**config.mk**
```make
export PLATFORM = sky130hd
export DESIGN_NAME = mfic_ctrl
export DESIGN_NICKNAME = d
export VERILOG_FILES = /design/src/mfic_pkg.sv /design/src/mfic_ctrl.sv
export SDC_FILE = /design/constraint.sdc
export NUM_CORES = 1
export LEC_CHECK = 0
export ABC_CLOCK_PERIOD_IN_PS = 2100
export BUFFER_PORTS_ARGS = -buffer_cell sky130_fd_sc_hd__buf_2
export CORE_MARGIN = 4
export CORE_UTILIZATION = 40
export DETAILED_ROUTE_END_ITERATION = 16
export PLACE_DENSITY = 0.69
export SYNTH_ARGS = -nofsm -noshare
export SYNTH_HDL_FRONTEND = slang
export SYNTH_SLANG_ARGS = --single-unit
```
**constraint.sdc**
```tcl
create_clock -name ref_clk -period 2.1 [get_ports ref_clk]
set_input_delay 0.315 -clock ref_clk [delete_from_list [all_inputs] [get_ports ref_clk]]
set_output_delay 0.315 -clock ref_clk [all_outputs]
set_load 0.005 [all_outputs]
```
**src/mfic_pkg.sv**
```systemverilog
// Package of constants for the multifunction interrupt controller
package mfic_pkg;
    localparam logic [7:0] ADDR_GLOBAL = 8'h00;
    localparam logic [7:0] ADDR_GROUP = 8'h01;
    localparam logic [7:0] ADDR_TIMER_EN = 8'h02;
    localparam logic [7:0] ADDR_TIMER_FLAG = 8'h03;
    localparam logic [7:0] ADDR_MISC_EN = 8'h04;
    localparam logic [7:0] ADDR_MISC_FLAG = 8'h05;
    localparam logic [7:0] ADDR_TIMEBASE = 8'h06;
    localparam logic [7:0] ADDR_STATUS = 8'h07;
    localparam int NUM_GROUPS = 3;
    localparam int NUM_TIMERS = 2;
    // Group membership: groups 0 and 1 hold timers 0 and 1; group 2 holds low-supply and nvm write
    localparam int MISC_CONV = 0;
    localparam int MISC_NVM = 1;
    localparam int MISC_LOW = 2;
    localparam int MISC_TB0 = 3;
    localparam int MISC_TB1 = 4;
    localparam logic [7:0] TIMEBASE_RESET = 8'h37;
    localparam logic [7:0] TIMEBASE_MASK = 8'hf7;
    localparam int TB_RUN_BIT = 7;
    // Vector indices, lowest first wins
    localparam logic [2:0] VEC_TB0 = 3'h0;
    localparam logic [2:0] VEC_TB1 = 3'h1;
    localparam logic [2:0] VEC_GRP0 = 3'h2;
    localparam logic [2:0] VEC_CONV = 3'h3;
    localparam logic [2:0] VEC_GRP1 = 3'h4;
    localparam logic [2:0] VEC_GRP2 = 3'h5;
    localparam logic [7:0] ZERO_BYTE = 8'h00;
endpackage

```
**src/mfic_ctrl.sv**
```systemverilog
// Interrupt request, vector and wake-up logic
`timescale 1ns/100ps
module mfic_ctrl (
    input wire logic ref_clk,
    input wire logic srst,
    input wire logic [7:0] reg_addr,
    input wire logic [7:0] reg_wdata,
    input wire logic reg_wr,
    input wire logic reg_rd,
    output logic [7:0] reg_rdata,
    input wire logic [1:0] timer_p_match,
    input wire logic [1:0] timer_a_match,
    input wire logic conv_done,
    input wire logic nvm_write_end,
    input wire logic low_supply,
    input wire logic timebase0_ovf,
    input wire logic timebase1_ovf,
    input wire logic stack_full,
    input wire logic irq_ack,
    input wire logic interrupt_exit_instr,
    input wire logic subroutine_exit_instr,
    output logic irq_req,
    output logic [2:0] irq_vector,
    output logic push_pc,
    output logic wake_up
);
    logic global_irq_enable_q;
    logic [2:0] group_irq_enable_q;
    logic [2:0] group_request_flags_q;
    logic [1:0] timer_p_match_enable_q;
    logic [1:0] timer_a_match_enable_q;
    logic [1:0] timer_p_match_flag_q;
    logic [1:0] timer_a_match_flag_q;
    logic conv_irq_enable_q, nvm_write_irq_enable_q, low_supply_irq_enable_q;
    logic tb0_irq_enable_q, tb1_irq_enable_q;
    logic conv_done_flag_q, nvm_write_done_flag_q, low_supply_flag_q;
    logic timebase0_flag_q, timebase1_flag_q;
    logic [7:0] timebase_control_q;
    logic [7:0] reg_rdata_q;
    logic irq_req_q, push_pc_q, wake_up_q;
    logic [2:0] irq_vector_q;
    logic [11:0] all_flags_q;
    logic low_supply_s1_q, low_supply_s2_q;

    // Write strobe decode, shared by every register except the read-only status word
    function automatic logic wr_hit(input logic wr, input logic [7:0] a, input logic [7:0] at);
        return wr && a == at;
    endfunction

    wire logic wr_global = wr_hit(reg_wr, reg_addr, mfic_pkg::ADDR_GLOBAL);
    wire logic wr_group = wr_hit(reg_wr, reg_addr, mfic_pkg::ADDR_GROUP);
    wire logic wr_timer_en = wr_hit(reg_wr, reg_addr, mfic_pkg::ADDR_TIMER_EN);
    wire logic wr_timer_flag = wr_hit(reg_wr, reg_addr, mfic_pkg::ADDR_TIMER_FLAG);
    wire logic wr_misc_en = wr_hit(reg_wr, reg_addr, mfic_pkg::ADDR_MISC_EN);
    wire logic wr_misc_flag = wr_hit(reg_wr, reg_addr, mfic_pkg::ADDR_MISC_FLAG);
    wire logic wr_timebase = wr_hit(reg_wr, reg_addr, mfic_pkg::ADDR_TIMEBASE);

    // Member requests that are enabled feed their group
    wire logic [1:0] timer_hit = (timer_p_match_flag_q & timer_p_match_enable_q)
        | (timer_a_match_flag_q & timer_a_match_enable_q);
    wire logic misc_hit = (nvm_write_done_flag_q & nvm_write_irq_enable_q)
        | (low_supply_flag_q & low_supply_irq_enable_q);
    wire logic [2:0] group_set = {misc_hit, timer_hit};

    // Pending vectors in index order
    wire logic [5:0] pend;
    assign pend[mfic_pkg::VEC_TB0] = timebase0_flag_q && tb0_irq_enable_q;
    assign pend[mfic_pkg::VEC_TB1] = timebase1_flag_q && tb1_irq_enable_q;
    assign pend[mfic_pkg::VEC_GRP0] = group_request_flags_q[0] && group_irq_enable_q[0];
    assign pend[mfic_pkg::VEC_CONV] = conv_done_flag_q && conv_irq_enable_q;
    assign pend[mfic_pkg::VEC_GRP1] = group_request_flags_q[1] && group_irq_enable_q[1];
    assign pend[mfic_pkg::VEC_GRP2] = group_request_flags_q[2] && group_irq_enable_q[2];
    // Stack full holds off a new request until the pointer drops
    wire logic can_take = global_irq_enable_q && !stack_full && !push_pc_q;

    function automatic logic [2:0] first_set(input logic [5:0] v);
        logic [2:0] r;
        r = 3'h0;
        for (int i = 5; i >= 0; i--) begin
            if (v[i]) begin
                r = 3'(i);
            end
        end
        return r;
    endfunction

    wire logic [2:0] sel_vec = first_set(pend);
    wire logic take = irq_req_q && irq_ack;
    wire logic [5:0] svc = take ? (6'h01 << irq_vector_q) : 6'h00;
    wire logic arm = !irq_req_q && can_take && pend != 6'h00;

    // Set wins over clear for every flag
    function automatic logic flag_next(input logic cur, input logic set,
                                       input logic wr, input logic wbit, input logic svc_clr);
        logic r;
        r = cur;
        if (wr) begin
            r = wbit;
        end
        if (svc_clr) begin
            r = 1'b0;
        end
        if (set) begin
            r = 1'b1;
        end
        return r;
    endfunction

    wire logic [11:0] all_flags = {timebase1_flag_q, timebase0_flag_q, low_supply_flag_q,
        nvm_write_done_flag_q, conv_done_flag_q, group_request_flags_q,
        timer_a_match_flag_q, timer_p_match_flag_q};

    // One named word per readable register except time base control, read straight from its flops
    wire logic [7:0] rd_global = {7'h00, global_irq_enable_q};
    wire logic [7:0] rd_group = {1'b0, group_request_flags_q, 1'b0, group_irq_enable_q};
    wire logic [7:0] rd_timer_en = {4'h0, timer_a_match_enable_q, timer_p_match_enable_q};
    wire logic [7:0] rd_timer_flag = {4'h0, timer_a_match_flag_q, timer_p_match_flag_q};
    wire logic [7:0] rd_misc_en = {3'h0, tb1_irq_enable_q, tb0_irq_enable_q,
        low_supply_irq_enable_q, nvm_write_irq_enable_q, conv_irq_enable_q};
    wire logic [7:0] rd_misc_flag = {3'h0, timebase1_flag_q, timebase0_flag_q,
        low_supply_flag_q, nvm_write_done_flag_q, conv_done_flag_q};
    wire logic [7:0] rd_status = {1'b0, irq_vector_q, 2'h0, push_pc_q, irq_req_q};

    // Unmapped offsets read as zero so software never sees a stale word
    wire logic [7:0] rd_mux =
        reg_addr == mfic_pkg::ADDR_GLOBAL ? rd_global :
        reg_addr == mfic_pkg::ADDR_GROUP ? rd_group :
        reg_addr == mfic_pkg::ADDR_TIMER_EN ? rd_timer_en :
        reg_addr == mfic_pkg::ADDR_TIMER_FLAG ? rd_timer_flag :
        reg_addr == mfic_pkg::ADDR_MISC_EN ? rd_misc_en :
        reg_addr == mfic_pkg::ADDR_MISC_FLAG ? rd_misc_flag :
        reg_addr == mfic_pkg::ADDR_TIMEBASE ? timebase_control_q :
        reg_addr == mfic_pkg::ADDR_STATUS ? rd_status :
        mfic_pkg::ZERO_BYTE;

    // Detector output is asynchronous to this clock
    always_ff @(posedge ref_clk) begin
        low_supply_s1_q <= low_supply;
        low_supply_s2_q <= low_supply_s1_q;
    end

    // Service wins over an exit instruction or a write in the same cycle
    always_ff @(posedge ref_clk) begin
        if (srst) begin
            global_irq_enable_q <= 1'b0;
        end else if (take) begin
            global_irq_enable_q <= 1'b0;
        end else if (interrupt_exit_instr) begin
            global_irq_enable_q <= 1'b1;
        end else if (subroutine_exit_instr) begin
            global_irq_enable_q <= global_irq_enable_q;
        end else if (wr_global) begin
            global_irq_enable_q <= reg_wdata[0];
        end
    end

    always_ff @(posedge ref_clk) begin
        if (srst) begin
            group_irq_enable_q <= 3'h0;
        end else if (wr_group) begin
            group_irq_enable_q <= reg_wdata[2:0];
        end
    end

    always_ff @(posedge ref_clk) begin
        if (srst) begin
            timer_p_match_enable_q <= 2'h0;
            timer_a_match_enable_q <= 2'h0;
        end else if (wr_timer_en) begin
            timer_p_match_enable_q <= reg_wdata[1:0];
            timer_a_match_enable_q <= reg_wdata[3:2];
        end
    end

    always_ff @(posedge ref_clk) begin
        if (srst) begin
            {tb1_irq_enable_q, tb0_irq_enable_q, low_supply_irq_enable_q} <= 3'h0;
            {nvm_write_irq_enable_q, conv_irq_enable_q} <= 2'h0;
        end else if (wr_misc_en) begin
            {tb1_irq_enable_q, tb0_irq_enable_q, low_supply_irq_enable_q,
             nvm_write_irq_enable_q, conv_irq_enable_q} <= reg_wdata[4:0];
        end
    end

    // Bit 3 is not built here and always reads zero
    always_ff @(posedge ref_clk) begin
        if (srst) begin
            timebase_control_q <= mfic_pkg::TIMEBASE_RESET;
        end else if (wr_timebase) begin
            timebase_control_q <= reg_wdata & mfic_pkg::TIMEBASE_MASK;
        end
    end

    // Member flags only clear by software write; enable writes never touch them
    always_ff @(posedge ref_clk) begin
        if (srst) begin
            timer_p_match_flag_q <= 2'h0;
            timer_a_match_flag_q <= 2'h0;
        end else begin
            for (int i = 0; i < mfic_pkg::NUM_TIMERS; i++) begin
                timer_p_match_flag_q[i] <= flag_next(timer_p_match_flag_q[i],
                    timer_p_match[i], wr_timer_flag, reg_wdata[i], 1'b0);
                timer_a_match_flag_q[i] <= flag_next(timer_a_match_flag_q[i],
                    timer_a_match[i], wr_timer_flag, reg_wdata[i+2], 1'b0);
            end
        end
    end

    // Group flags re-arm each cycle a member stays set and enabled,
    // so software must clear the member before the group falls for good
    always_ff @(posedge ref_clk) begin
        if (srst) begin
            group_request_flags_q <= 3'h0;
        end else begin
            group_request_flags_q[0] <= flag_next(group_request_flags_q[0], group_set[0],
                wr_group, reg_wdata[4], svc[mfic_pkg::VEC_GRP0]);
            group_request_flags_q[1] <= flag_next(group_request_flags_q[1], group_set[1],
                wr_group, reg_wdata[5], svc[mfic_pkg::VEC_GRP1]);
            group_request_flags_q[2] <= flag_next(group_request_flags_q[2], group_set[2],
                wr_group, reg_wdata[6], svc[mfic_pkg::VEC_GRP2]);
        end
    end

    // Converter flag has its own vector and clears on service
    always_ff @(posedge ref_clk) begin
        if (srst) begin
            conv_done_flag_q <= 1'b0;
        end else begin
            conv_done_flag_q <= flag_next(conv_done_flag_q, conv_done,
                wr_misc_flag, reg_wdata[mfic_pkg::MISC_CONV], svc[mfic_pkg::VEC_CONV]);
        end
    end

    // Nvm flag stays until software clears it
    always_ff @(posedge ref_clk) begin
        if (srst) begin
            nvm_write_done_flag_q <= 1'b0;
        end else begin
            nvm_write_done_flag_q <= flag_next(nvm_write_done_flag_q, nvm_write_end,
                wr_misc_flag, reg_wdata[mfic_pkg::MISC_NVM], 1'b0);
        end
    end

    // A clear while the supply is still low has no effect, as the synchronised level sets the flag in the same cycle
    always_ff @(posedge ref_clk) begin
        if (srst) begin
            low_supply_flag_q <= 1'b0;
        end else begin
            low_supply_flag_q <= flag_next(low_supply_flag_q, low_supply_s2_q,
                wr_misc_flag, reg_wdata[mfic_pkg::MISC_LOW], 1'b0);
        end
    end

    always_ff @(posedge ref_clk) begin
        if (srst) begin
            timebase0_flag_q <= 1'b0;
        end else begin
            timebase0_flag_q <= flag_next(timebase0_flag_q, timebase0_ovf,
                wr_misc_flag, reg_wdata[mfic_pkg::MISC_TB0], svc[mfic_pkg::VEC_TB0]);
        end
    end

    // Second time base overflow only sets its flag while its run bit is set
    always_ff @(posedge ref_clk) begin
        if (srst) begin
            timebase1_flag_q <= 1'b0;
        end else begin
            timebase1_flag_q <= flag_next(timebase1_flag_q,
                timebase1_ovf && timebase_control_q[mfic_pkg::TB_RUN_BIT],
                wr_misc_flag, reg_wdata[mfic_pkg::MISC_TB1], svc[mfic_pkg::VEC_TB1]);
        end
    end

    // Request held until the core acknowledges
    always_ff @(posedge ref_clk) begin
        if (srst) begin
            irq_req_q <= 1'b0;
        end else if (take) begin
            irq_req_q <= 1'b0;
        end else if (arm) begin
            irq_req_q <= 1'b1;
        end
    end

    // Vector latched with the request; a later source waits for the next turn
    always_ff @(posedge ref_clk) begin
        if (srst) begin
            irq_vector_q <= 3'h0;
        end else if (arm) begin
            irq_vector_q <= sel_vec;
        end
    end

    // Only the program counter is saved; the core keeps everything else
    always_ff @(posedge ref_clk) begin
        if (srst) begin
            push_pc_q <= 1'b0;
        end else begin
            push_pc_q <= take;
        end
    end

    // Flags preset high cannot rise, so they cannot wake the device
    always_ff @(posedge ref_clk) begin
        if (srst) begin
            all_flags_q <= 12'h000;
            wake_up_q <= 1'b0;
        end else begin
            all_flags_q <= all_flags;
            wake_up_q <= |(all_flags & ~all_flags_q);
        end
    end

    // Read data stands one cycle and is zero otherwise
    always_ff @(posedge ref_clk) begin
        if (srst) begin
            reg_rdata_q <= mfic_pkg::ZERO_BYTE;
        end else begin
            reg_rdata_q <= reg_rd ? rd_mux : mfic_pkg::ZERO_BYTE;
        end
    end

    assign reg_rdata = reg_rdata_q;
    assign irq_req = irq_req_q;
    assign irq_vector = irq_vector_q;
    assign push_pc = push_pc_q;
    assign wake_up = wake_up_q;
endmodule // mfic_ctrl

```
# Yosys cells after proc, flatten, opt, wreduce, memory -nomap -nowiden
# Index checks and enable logic that the tools add are counted.
dict set report totals {
  reg_bits 60
  wordCells 143
}
dict set report op_classes {
  shifts 1
  eq_ne 8
  bitwise_logic 9
  mux 48
  reduce_logical 44
}
# op n
set op_table {}
lappend op_table {{2-to-1 mux 7 bit} 6}
lappend op_table {{2-to-1 mux 1 bit} 34}
lappend op_table {{equality test 8 x 3 -> 1 bit (second input constant)} 4}
lappend op_table {{logical AND 1 bit} 19}
lappend op_table {{2-to-1 mux 3 bit} 6}
lappend op_table {{nonzero test 3 bit} 6}
lappend op_table {{equality test 8 x 2 -> 1 bit (second input constant)} 2}
lappend op_table {{nonzero test 2 bit} 7}
lappend op_table {{bitwise AND 12 bit} 1}
lappend op_table {{NOT 12 bit} 1}
lappend op_table {{OR reduction 12 bit} 1}
lappend op_table {{equality test 8 x 1 -> 1 bit (second input constant)} 1}
lappend op_table {{zero test 8 bit} 1}
lappend op_table {{2-to-1 mux 8 bit} 1}
lappend op_table {{OR reduction 8 bit} 1}
lappend op_table {{2-to-1 mux 6 bit} 1}
lappend op_table {{nonzero test 6 bit} 1}
lappend op_table {{left shift 1 x 3 -> 6 bit (first input constant)} 1}
lappend op_table {{bitwise AND 2 bit} 2}
lappend op_table {{OR reduction 2 bit} 2}
lappend op_table {{OR reduction 4 bit} 1}
lappend op_table {{zero test 1 bit} 3}
lappend op_table {{OR reduction 3 bit} 1}
lappend op_table {{bitwise AND 1 bit} 2}
lappend op_table {{other kinds (5)} 5}

# Logic depth before layout (Yosys ltp)
# Gate-level depths: netlist (run 1).
dict set report logic_depth {
  ltp_word 9
  mapped_depth 6
}

# Worst setup path after synthesis (run 1)
# Ideal clock, no wire load.
dict set report synth_path {
  kind {input port to flip-flop}
  start {in reg_addr[4]}
  end {reg group_irq_enable_q[0]}
  path_buffers 1
  stages 5
  setup_ns 0.128
  path_slack_ns 0.242
  arrival_ns 1.730
  required_time_ns 1.972
  cell_sequence {or4_4 -> buf_6 -> nor4_4 -> mux2i_1 -> nor2_1}
}
dict set report synth_between {
  elab_chain_len 2
}
# item line
set synth_lines {}
lappend synth_lines {{from (decl)} mfic_ctrl.sv:6} ;# input wire logic [7:0] reg_addr,
lappend synth_lines {{equality test 8 x 1 -> 1 bit} mfic_ctrl.sv:47} ;# return wr && a == at;
lappend synth_lines {{logical AND 1 bit} mfic_ctrl.sv:47}
lappend synth_lines {{to (signal assigned)} mfic_ctrl.sv:161} ;# group_irq_enable_q <= reg_wdata[2:0];
lappend synth_lines {{to (decl)} mfic_ctrl.sv:28} ;# logic [2:0] group_irq_enable_q;
# No other way between the ends.
# A chain may end at the register's enable or synchronous reset.

# Worst setup path after layout (run 1)
dict set report layout_path {
  start {in reg_addr[4]}
  end {reg global_irq_enable_q}
}
dict set report layout_between {
  elab_chain_len 4
}
# item line
set layout_lines {}
lappend layout_lines {{zero test 8 bit} mfic_ctrl.sv:47}
lappend layout_lines {{logical AND 1 bit} mfic_ctrl.sv:47}
lappend layout_lines {{nonzero test 2 bit (no line)} n/a}
lappend layout_lines {{AND reduction 2 bit (no line)} n/a}
lappend layout_lines {{to (signal assigned)} mfic_ctrl.sv:151} ;# global_irq_enable_q <= global_irq_enable_q;
lappend layout_lines {{to (signal assigned)} mfic_ctrl.sv:153} ;# global_irq_enable_q <= reg_wdata[0];
lappend layout_lines {{to (decl)} mfic_ctrl.sv:27} ;# logic global_irq_enable_q;
# No other way between the ends.

==> impl_metrics.toml, run 1 <==
[detailed_routing]
dr.first_iter.drc_count = 216
drt_wl_total_um = 7140
num_vias = 2402
routedWlPerCell_um = 16.8
viasPerCell = 5.65
first_pass_iters = 5
drc = 0
drt.antenna.violating_nets = 0

[timing]
clock_skew_ns = 0.00700
min_period_ns = 1.87
hold_violations = 0
fmax_mhz = 534
period_share_pct = 89.2
relSlewSlack_pct = 53.2
finalSetupTns_ns = 0
finalSetupViolations = 0
tightestPinTransition_ns = 0.692
maxSlewViolCount = 0
grt_setup_unrepaired = "no"

[yosys]
syn_area_per_cell_um2 = 9.24
async_reset_ff_share_pct = 0
synthTopCellsByCount = "60 x dfxtp_1, 44 x nor2_1, 19 x mux2i_1"
netlist_area_um2 = 2670
seq_area_frac_synth_pct = 45.0
synth_cells = 289
ys_warn_count = 0
syn-num-nets = 322
synth.top_cell.area_share_pct = 45.0
synth_area_leader_cell = "dfxtp_1"
ys_top_cells_by_area = "dfxtp_1 45%, mux2i_1 7.1%, nor2_1 6.2%, nor4_4 4.0%, mux4_2 3.4%"
ys_seq_elements = 60
synth_cell_types = 41
synthFlopType = "dfxtp_1"
yosysMostFrequentCell = "dfxtp_1"
synth_edf_count = 0

[worst_hold_path]
holdPathStages = 1
min_to = "low_supply_s1_q"
min_from = "low_supply"
hp-class = "in2reg"

[power_and_ir_drop]
p_int_w = 0.00186
p_per_area_nw_per_um2 = 762
switching_share_pct = 24.6
ir_drop_uv = 285
clkPwrFrac_pct = 44.0
sequentialPowerShare_pct = 48.2
combinationalPowerShare_pct = 7.9
p_leak_nw = 1.27
p_switching_w = 0.000606

[setup_path]
end_kind = "flip-flop"
reg2reg_depth = 3
arrival_ns = 2.12
path_cells = "buf_2, or4_4, nor4_1, mux2i_1, a221oi_1"
critPathBufInv = 1
startpoint_type = "input port"
timing.rr.end = "irq_vector[0]"
r2r-start = "push_pc"
critical-path-top-delay-family = "simple AND/OR/NAND/NOR gates"
ff2ff_setup_slack_ns = 0.49
slowest_stage = "or4_4"
crit_type = "in2reg"
cpPeakStageDelay_ns = 0.65
cp-startpoint = "reg_addr[4]"
crit_path_max_fanout = 10
critical_path_required_ns = 2.35

[placement]
port_buffers = 46
dpl.hpwl_um = 5150
gpl.final_weighted_congestion = 0.888

[global_routing]
gr-total-overflow = 0
antenna_found_initial = 0
grt_use_total_pct = 18.4
grt_pass1_wl_um = 11600
grt_max_degree = 50
first_global_vias = 2188

[clocking]
htreeDepth = 3
cts_buffers = 9
cts_root_buffer = "clkbuf_8"
clk_latency_ns = 0.34
cts.path.max_buffers = 2
clock_sinks = 60
postCtsHoldBufs = 0
cts.reportedPaths.clkPinSlew_ns = 0.07
cts_tree = "yes"
cts_resized = 0
post_cts_buffers = 0

[layout]
final_util_pct = 50.3
antennaDiodeCount = 0
nets = 376
seqCellArea_um2 = 1200
multi_input_area_um2 = 1340
fill_cells = 627
drive_gt1_share_pct = 25.0
synthToLayoutAreaGrowth_pct = 21.0

[floorplanning]
die_area_um2 = 8050
core_um2 = 6420
start_util_pct = 41.6
io_pins = 47
rows = 29
die_w_um = 89.7
die_h_um = 89.7

[job]
maxCapViolations = 0

[run_status]
status = "complete, no violations"
## how the worst max path moves through the flow
stage	cells past startpoint	slack (ns)	endpoint
finish	5	0.23	global_irq_enable_q
global route	5	0.15	global_irq_enable_q
CTS	5	0.31	global_irq_enable_q
detailed placement	5	-0.05	global_irq_enable_q
global placement	5	-0.05	global_irq_enable_q
floorplan	5	0.24	group_irq_enable_q[0]
## power by group through the flow
stage / clock network, W / registers (W) / logic [W]
2_1_floorplan: 0 / 0.00120 / 0.000118
3_3_place_gp: 0 / 0.00121 / 0.000190
3_5_place_dp: 0 / 0.00121 / 0.000192
4_1_cts: 0.00109 / 0.00119 / 0.000193
5_1_grt: 0.00116 / 0.00119 / 0.000213
6_report: 0.00108 / 0.00119 / 0.000194
## kinds of logic (layout without fill, tap and decap cells)
logic type | count (synthesis) | after routing | share of synthesized area, %
flip-flops | 60 | 60 | 45.0
buffers and inverters | 32 | 91 | 4.87
AND/OR/NAND/NOR | 117 | 117 | 24.8
AO/OA/AOI/OAI | 55 | 55 | 14.1
multiplexers | 25 | 25 | 11.3
## registers in the layout, summed over array words and instances, names as in the netlist, 2 cells and up
signal and count:
all_flags_q 12, group_irq_enable_q 3, group_request_flags_q 3, irq_vector 3
reg_rdata 8, timebase_control_q 7, timer_a_match_enable_q 2, timer_a_match_flag_q 2
timer_p_match_enable_q 2, timer_p_match_flag_q 2
## metrics by stage
stage               worst slack (ns)  total power, W  hold WS, ns  instance area (um2)  cells
finish                         0.228         0.00246       0.0732                 3230    425
global route                   0.155         0.00256       0.0481                 3230    425
CTS                            0.313         0.00247       0.0553                 3230    425
detailed placement           -0.0510         0.00140        0.315                 3020    409
global placement             -0.0543         0.00140        0.310                 3020    409
floorplan                      0.242         0.00132        0.310                 2670    289
## cell type report
cell class	instances	area share (%)
Clock buffer	11	4.68
Clock inverter	5	1.86
Inverter	17	1.97
Multi-Input combinational cell	197	41.4
Sequential cell	60	37.2
Tap cell	77	2.98
Timing Repair Buffer	58	9.91
## cells in the final DEF, fill, tap and decap left out, types with 3 or more instances in the layout
cell type   instances
mux2i_1            19
nand4_1             6
buf_2              46
nor4b_1             3
inv_1              17
a22oi_1             5
o22ai_1             5
a221oi_1            3
nand3_1             7
clkbuf_8           11
a211oi_1            5
nor3_1             11
o221ai_1            5
nand2_1            17
nor2_1             44
clkinvlp_4          4
nand2b_1            4
nor4_4              5
mux4_2              4
nand3b_1            5
o21ai_0             7
nor2b_1             6
buf_4              12
a21oi_1            13
a22o_1              3
dfxtp_1            60
## per-layer routing
| layer | GRT usage, % | vias to the layer above | wire [um] |
|---|---|---|---|
| li1 | - | 1158 | - |
| met1 | 24.2 | 1142 | 3290 |
| met2 | 27.6 | 93 | 3290 |
| met3 | 6.26 | 9 | 467 |
| met4 | 7.54 | 0 | 95 |
| met5 | 0 | - | 0 |
## worst register-to-register path, cell delays in order (launching register included)
cell     delay, ns
dfxtp_1       0.36
nor4b_1       0.64
o31ai_1       0.25
o31ai_1       0.27
Note: power is estimated with default switching activity, not from simulation.
==> run 2: changes to the inputs <==
ABC_AREA = 1   (was unset)
==> run 2 against run 1 <==
Sequential share of layout area fell by 0.34 points. Global-route usage barely moved. Combinational power fell by 14%. Die area rose by 1.2%. Final cell count rose by 18%. Total power rose by 3.9%. Clock skew rose by 0.0024 ns. Highest routed layer unchanged. Non-clock buffer count fell by 10. Area after synthesis rose by 1.4%. Critical path depth rose by 2. Via count rose by 10%. Design area rose by 0.93%.
==> impl_metrics.toml, run 2 <==
[placement]
placed_area_um2 = 3030
dpl.hpwl_um = 5740
port_buffers = 46
gpl.final_weighted_congestion = 1.00

[layout]
nets = 452
synthToLayoutAreaGrowth_pct = 20.5
antennaDiodeCount = 0
mostFrequentLayoutCells = "63 x nand2_1, 60 x dfxtp_1, 59 x inv_1, 46 x buf_2, 39 x nor2_1"
largest_register_ffs = 12
finish.instance_area_um2 = 3260
regMostFlops = "all_flags_q"
drive_gt1_share_pct = 21.5
layout_commonest_cell = "nand2_1"
fill_cells = 664

[setup_path]
startpoint_type = "flip-flop"
reg2reg_depth = 7
crit_path_max_fanout = 4
ff2ff_setup_slack_ns = 0.66
end_kind = "flip-flop"
r2r-start = "tb0_irq_enable_q"
cpPeakStageDelay_ns = 0.40
arrival_ns = 1.69
cpMostUsedCell = "nand2_1"
slowest_stage = "o21ai_0"
path_cells = "nand2_1, nand2_1, inv_1, nand3_1, o21ai_0, a21oi_1, a211oi_1"
timing.rr.end = "irq_vector[0]"
critical_path_required_ns = 2.35
critPathBufInv = 1
crit_type = "reg2reg"
critical-path-top-delay-family = "compound AO/OA/AOI/OAI gates"

[yosys]
synthFlopType = "dfxtp_1"
ys_warn_count = 0
async_reset_ff_share_pct = 0
synth.top_cell.area_share_pct = 44.4
netlist_area_um2 = 2710
synth_edf_count = 0
syn-num-nets = 399
seq_area_frac_synth_pct = 44.4
synth_cells = 366
synth_cell_types = 35
synth_area_leader_cell = "dfxtp_1"
yosysMostFrequentCell = "nand2_1"
syn_area_per_cell_um2 = 7.40
synthTopCellsByCount = "63 x nand2_1, 60 x dfxtp_1, 59 x inv_1"
ys_seq_elements = 60
ys_top_cells_by_area = "dfxtp_1 44%, nand2_1 8.7%, inv_1 8.2%, a21oi_1 6.3%, nor2_1 5.4%"

[worst_hold_path]
holdPathStages = 1
min_to = "low_supply_s1_q"
hp-class = "in2reg"
min_from = "low_supply"

[timing]
finalSetupTns_ns = 0
grt_setup_unrepaired = "no"
clock_skew_ns = 0.00938
min_period_ns = 1.44
finalSetupViolations = 0
relSlewSlack_pct = 69.4
hold_violations = 0
fmax_mhz = 694
maxSlewViolCount = 0
period_share_pct = 68.6
tightestPinTransition_ns = 0.454

[global_routing]
gr-total-overflow = 0
grt_pass1_wl_um = 11800
antenna_found_initial = 0
grt_max_degree = 22
grt_use_total_pct = 18.4
first_global_vias = 2472

[job]
maxCapViolations = 0

[floorplanning]
start_util_pct = 41.9
core_um2 = 6460
rows = 29
die_w_um = 90.3
io_pins = 47
die_area_um2 = 8150
die_h_um = 90.3

[power_and_ir_drop]
p_leak_nw = 1.52
ir_drop_uv = 431
p_per_area_nw_per_um2 = 784

[detailed_routing]
drt_wl_total_um = 7360
routedWlPerCell_um = 14.7
dr.first_iter.drc_count = 211
num_vias = 2647
viasPerCell = 5.29
first_pass_iters = 5
drt.antenna.violating_nets = 0
drc = 0

[clocking]
cts_tree = "yes"
clock_sinks = 60
cts.reportedPaths.clkPinSlew_ns = 0.07
cts_buffers = 9
cts.path.max_buffers = 2
postCtsHoldBufs = 0
clk_latency_ns = 0.34
htreeDepth = 3
post_cts_buffers = 0
cts_resized = 0
cts_root_buffer = "clkbuf_8"

[run_status]
status = "complete, no violations"
run 2: cell count changes after synthesis, sizes merged, moves of 7 or more:
cell | previous run | this run
a21oi | 13 | 34
clkbuf | 10 | 3
inv | 17 | 63
mux2i | 19 | 0
nand2 | 17 | 70
nand3 | 7 | 19
nor3 | 11 | 2
o21ai | 7 | 28
run 2: final cells by class:
type / count / area, um2 / share of cell area (%)
clock buffer: 12 / 165 / 5.06
inverter: 64 / 248 / 7.59
clock inverter: 3 / 68.8 / 2.11
tap: 77 / 96.3 / 2.95
timing repair buffer: 48 / 258 / 7.90
sequential: 60 / 1200 / 36.8
multi-input combinational: 236 / 1230 / 37.6
run 2: cell families (layout without fill, tap and decap cells):
family	after synthesis	after routing	synth area share, %
AND/OR/NAND/NOR	146	146	26.4
buffers and inverters	70	127	10.4
AO/OA/AOI/OAI	90	90	18.9
flip-flops	60	60	44.4
run 2: power breakdown:
group	internal [W]	switching (W)
sequential	0.00116	0.0000116
combinational	0.0000607	0.000106
clock	0.000761	0.000457
run 2: through the flow:
step	std cells	total power, W	hold slack, ns	utilization [%]	setup WS, ns
global route	500	0.00264	0.0707	50.5	0.492
floorplan	366	0.00129	0.310	-	0.789
detailed placement	485	0.00137	0.319	46.9	0.357
global placement	485	0.00136	0.314	46.9	0.365
finish	500	0.00256	0.0716	50.5	0.659
CTS	500	0.00257	0.0589	50.5	0.674
run 2: per-layer routing:
layer / wire (um) / share of wire [%] / GRT usage [%] / vias up
met5: 0 / 0 / 0 / -
met4: 237 / 3.2 / 10.1 / 0
met3: 484 / 6.6 / 2.67 / 26
met2: 3470 / 47 / 30.6 / 95
met1: 3170 / 43 / 22.9 / 1226
li1: - / - / - / 1300
run 2: worst reg2reg max path, cell delays in order, from the launching register on:
cell      delay, ns
dfxtp_1        0.33
nand2_1        0.12
nand2_1        0.07
inv_1          0.06
nand3_1        0.08
o21ai_0        0.40
a21oi_1        0.08
a211oi_1       0.20
run 2: how the worst max path moves through the flow:
stage                           from                        end  slack [ns]  cells after the start
floorplan                reg_addr[4]      group_irq_enable_q[1]        0.79                     10
global route        tb0_irq_enable_q              irq_vector[0]        0.49                      7
CTS                 tb0_irq_enable_q              irq_vector[0]        0.67                      7
global placement         reg_addr[4]               reg_rdata[1]        0.37                     11
finish              tb0_irq_enable_q              irq_vector[0]        0.66                      7
detailed placement       reg_addr[4]  timer_a_match_enable_q[0]        0.36                      9
==> run 3: changes to the inputs <==
ABC_AREA = 0   (was 1)
ABC_CLOCK_PERIOD_IN_PS = 1500   (was 2100)
clock period = 1.5 ns   (was 2.1 ns; I/O delays follow)
==> run 3 against run 2 <==
Sequential cell count unchanged. Count of clock-buffer cells in the layout shrank 3. Core utilization up 2.3 points. Total power grew 40%. Die area down 1.2%. Non-clock buffer count increased by 21. Sequential power up 41%. Final cell count fell by 13%. Critical endpoint is now global_irq_enable_q.
==> impl_metrics.toml, run 3 (synthesized netlist as in run 1, its figures left out) <==
[timing]
hold-worst-slack_ns = 0.110
maxSlewViolCount = 0
min_period_ns = 1.46
relSlewSlack_pct = 74.8
tightestPinTransition_ns = 0.375
clock_skew_ns = 0.0110
hold_violations = 0
finalSetupViolations = 0
fmax_mhz = 683
period_share_pct = 97.6
grt_setup_unrepaired = "yes"

[detailed_routing]
drt.antenna.violating_nets = 0
viasPerCell = 5.42
drc = 0
routedWlPerCell_um = 16.1
num_vias = 2363
dr.first_iter.drc_count = 158
first_pass_iters = 4
drt_wl_total_um = 7010

[global_routing]
gr-total-overflow = 0
antenna_found_initial = 0
grt_use_total_pct = 18.0
grt_max_degree = 50
grt_pass1_wl_um = 11600
first_global_vias = 2275

[worst_hold_path]
hp-class = "in2reg"

[placement]
gpl.final_weighted_congestion = 0.948
port_buffers = 46
dpl.hpwl_um = 5280

[floorplanning]
die_area_um2 = 8050
start_util_pct = 41.6
die_h_um = 89.7
die_w_um = 89.7
core_um2 = 6420
rows = 29
io_pins = 47

[layout]
final_util_pct = 52.8
mostFrequentLayoutCells = "60 x dfxtp_1, 46 x buf_2, 44 x nor2_1, 19 x mux2i_1"
synthToLayoutAreaGrowth_pct = 26.9
largest_register_ffs = 12
layout_commonest_cell = "dfxtp_1"
fill_cells = 590
antennaDiodeCount = 0
multi_input_area_um2 = 1370
seqCellArea_um2 = 1200
drive_gt1_share_pct = 27.9
nets = 387
regMostFlops = "all_flags_q"

[clocking]
htreeDepth = 3
cts_buffers = 9
cts.path.max_buffers = 2
clock_sinks = 60
cts_root_buffer = "clkbuf_8"
cts_tree = "yes"
post_cts_buffers = 0
cts.reportedPaths.clkPinSlew_ns = 0.07
clk_latency_ns = 0.34

[setup_path]
crit_type = "in2reg"
arrival_ns = 1.68
critical_path_required_ns = 1.72
startpoint_type = "input port"
end_kind = "flip-flop"
crit_path_max_fanout = 10
ff2ff_setup_slack_ns = 0.19

[power_and_ir_drop]
p_per_area_nw_per_um2 = 1060
ir_drop_uv = 677
p_leak_nw = 1.36

[run_status]
status = "complete, no violations"

[job]
maxCapViolations = 0
[run 3: cell types whose count changed in the layout (fill, tap and decap cells not counted), sizes merged, moves of 6 or more]
cell,change
o21ai,-21
a21oi,-21
nand3,-12
nor3,+9
nand2,-53
o211ai,-6
buf,+20
mux2i,+19
nor2,-6
inv,-44
nor2b,+6
[run 3: area by class of cell]
cell class	count	area share (%)
timing repair buffer	69	13.0
sequential	60	35.4
multi-input combinational	197	40.3
clock buffer	9	3.65
tap	77	2.84
clock inverter	7	2.92
inverter	17	1.88
[run 3: final timing paths]
| check | start | endpoint | depth (start not counted) |
|---|---|---|---|
| max reg2reg | timebase1_flag_q | irq_vector[0] | 4 |
| max | reg_addr[4] | global_irq_enable_q | 5 |
| min | reg_wdata[7] | timebase_control_q[7] | 3 |
| min reg2reg | low_supply_s1_q | low_supply_s2_q | 0 |
[run 3: layer usage]
layer / vias up / track usage, % / share of wire (%)
met2: 65 / 27.8 / 46
met5: - / 0 / 0
met1: 1105 / 24.2 / 47
met3: 11 / 5.09 / 5.3
met4: 0 / 6.39 / 1.6
li1: 1182 / - / -
[run 3: worst max-delay path, cell delays in order]
cell,delay (ns)
buf_2,0.10
or4_4,0.66
nor4_4,0.28
mux2i_1,0.31
a221oi_1,0.11
[run 3: timing repair]
action / CTS / global route
resized for setup: 1 / 5
pin swaps: 0 / 1
endpoints found under the setup margin: 1 / 10
endpoints found under the hold margin: 1 / 0
hold buffers: 1 / 0
[run 3: per-stage QoR]
step,cells,total power (W),cell area [um2],setup WS (ns),setup TNS (ns)
after CTS,436,0.00362,3370,0.0148,0
after floorplan,289,0.00185,2680,-0.230,-4.49
after detailed placement,419,0.00199,3130,-0.442,-9.08
after global placement,419,0.00199,3130,-0.405,-8.52
after global routing,436,0.00372,3390,-0.00903,-0.0110
final,436,0.00359,3390,0.0353,0
[run 3: power by group]
group          switching [W]  internal, W  leakage [nW]
clock network       0.000684     0.000946         0.110
logic               0.000169     0.000135         0.759
registers          0.0000275      0.00163         0.489
total               0.000880      0.00271          1.36
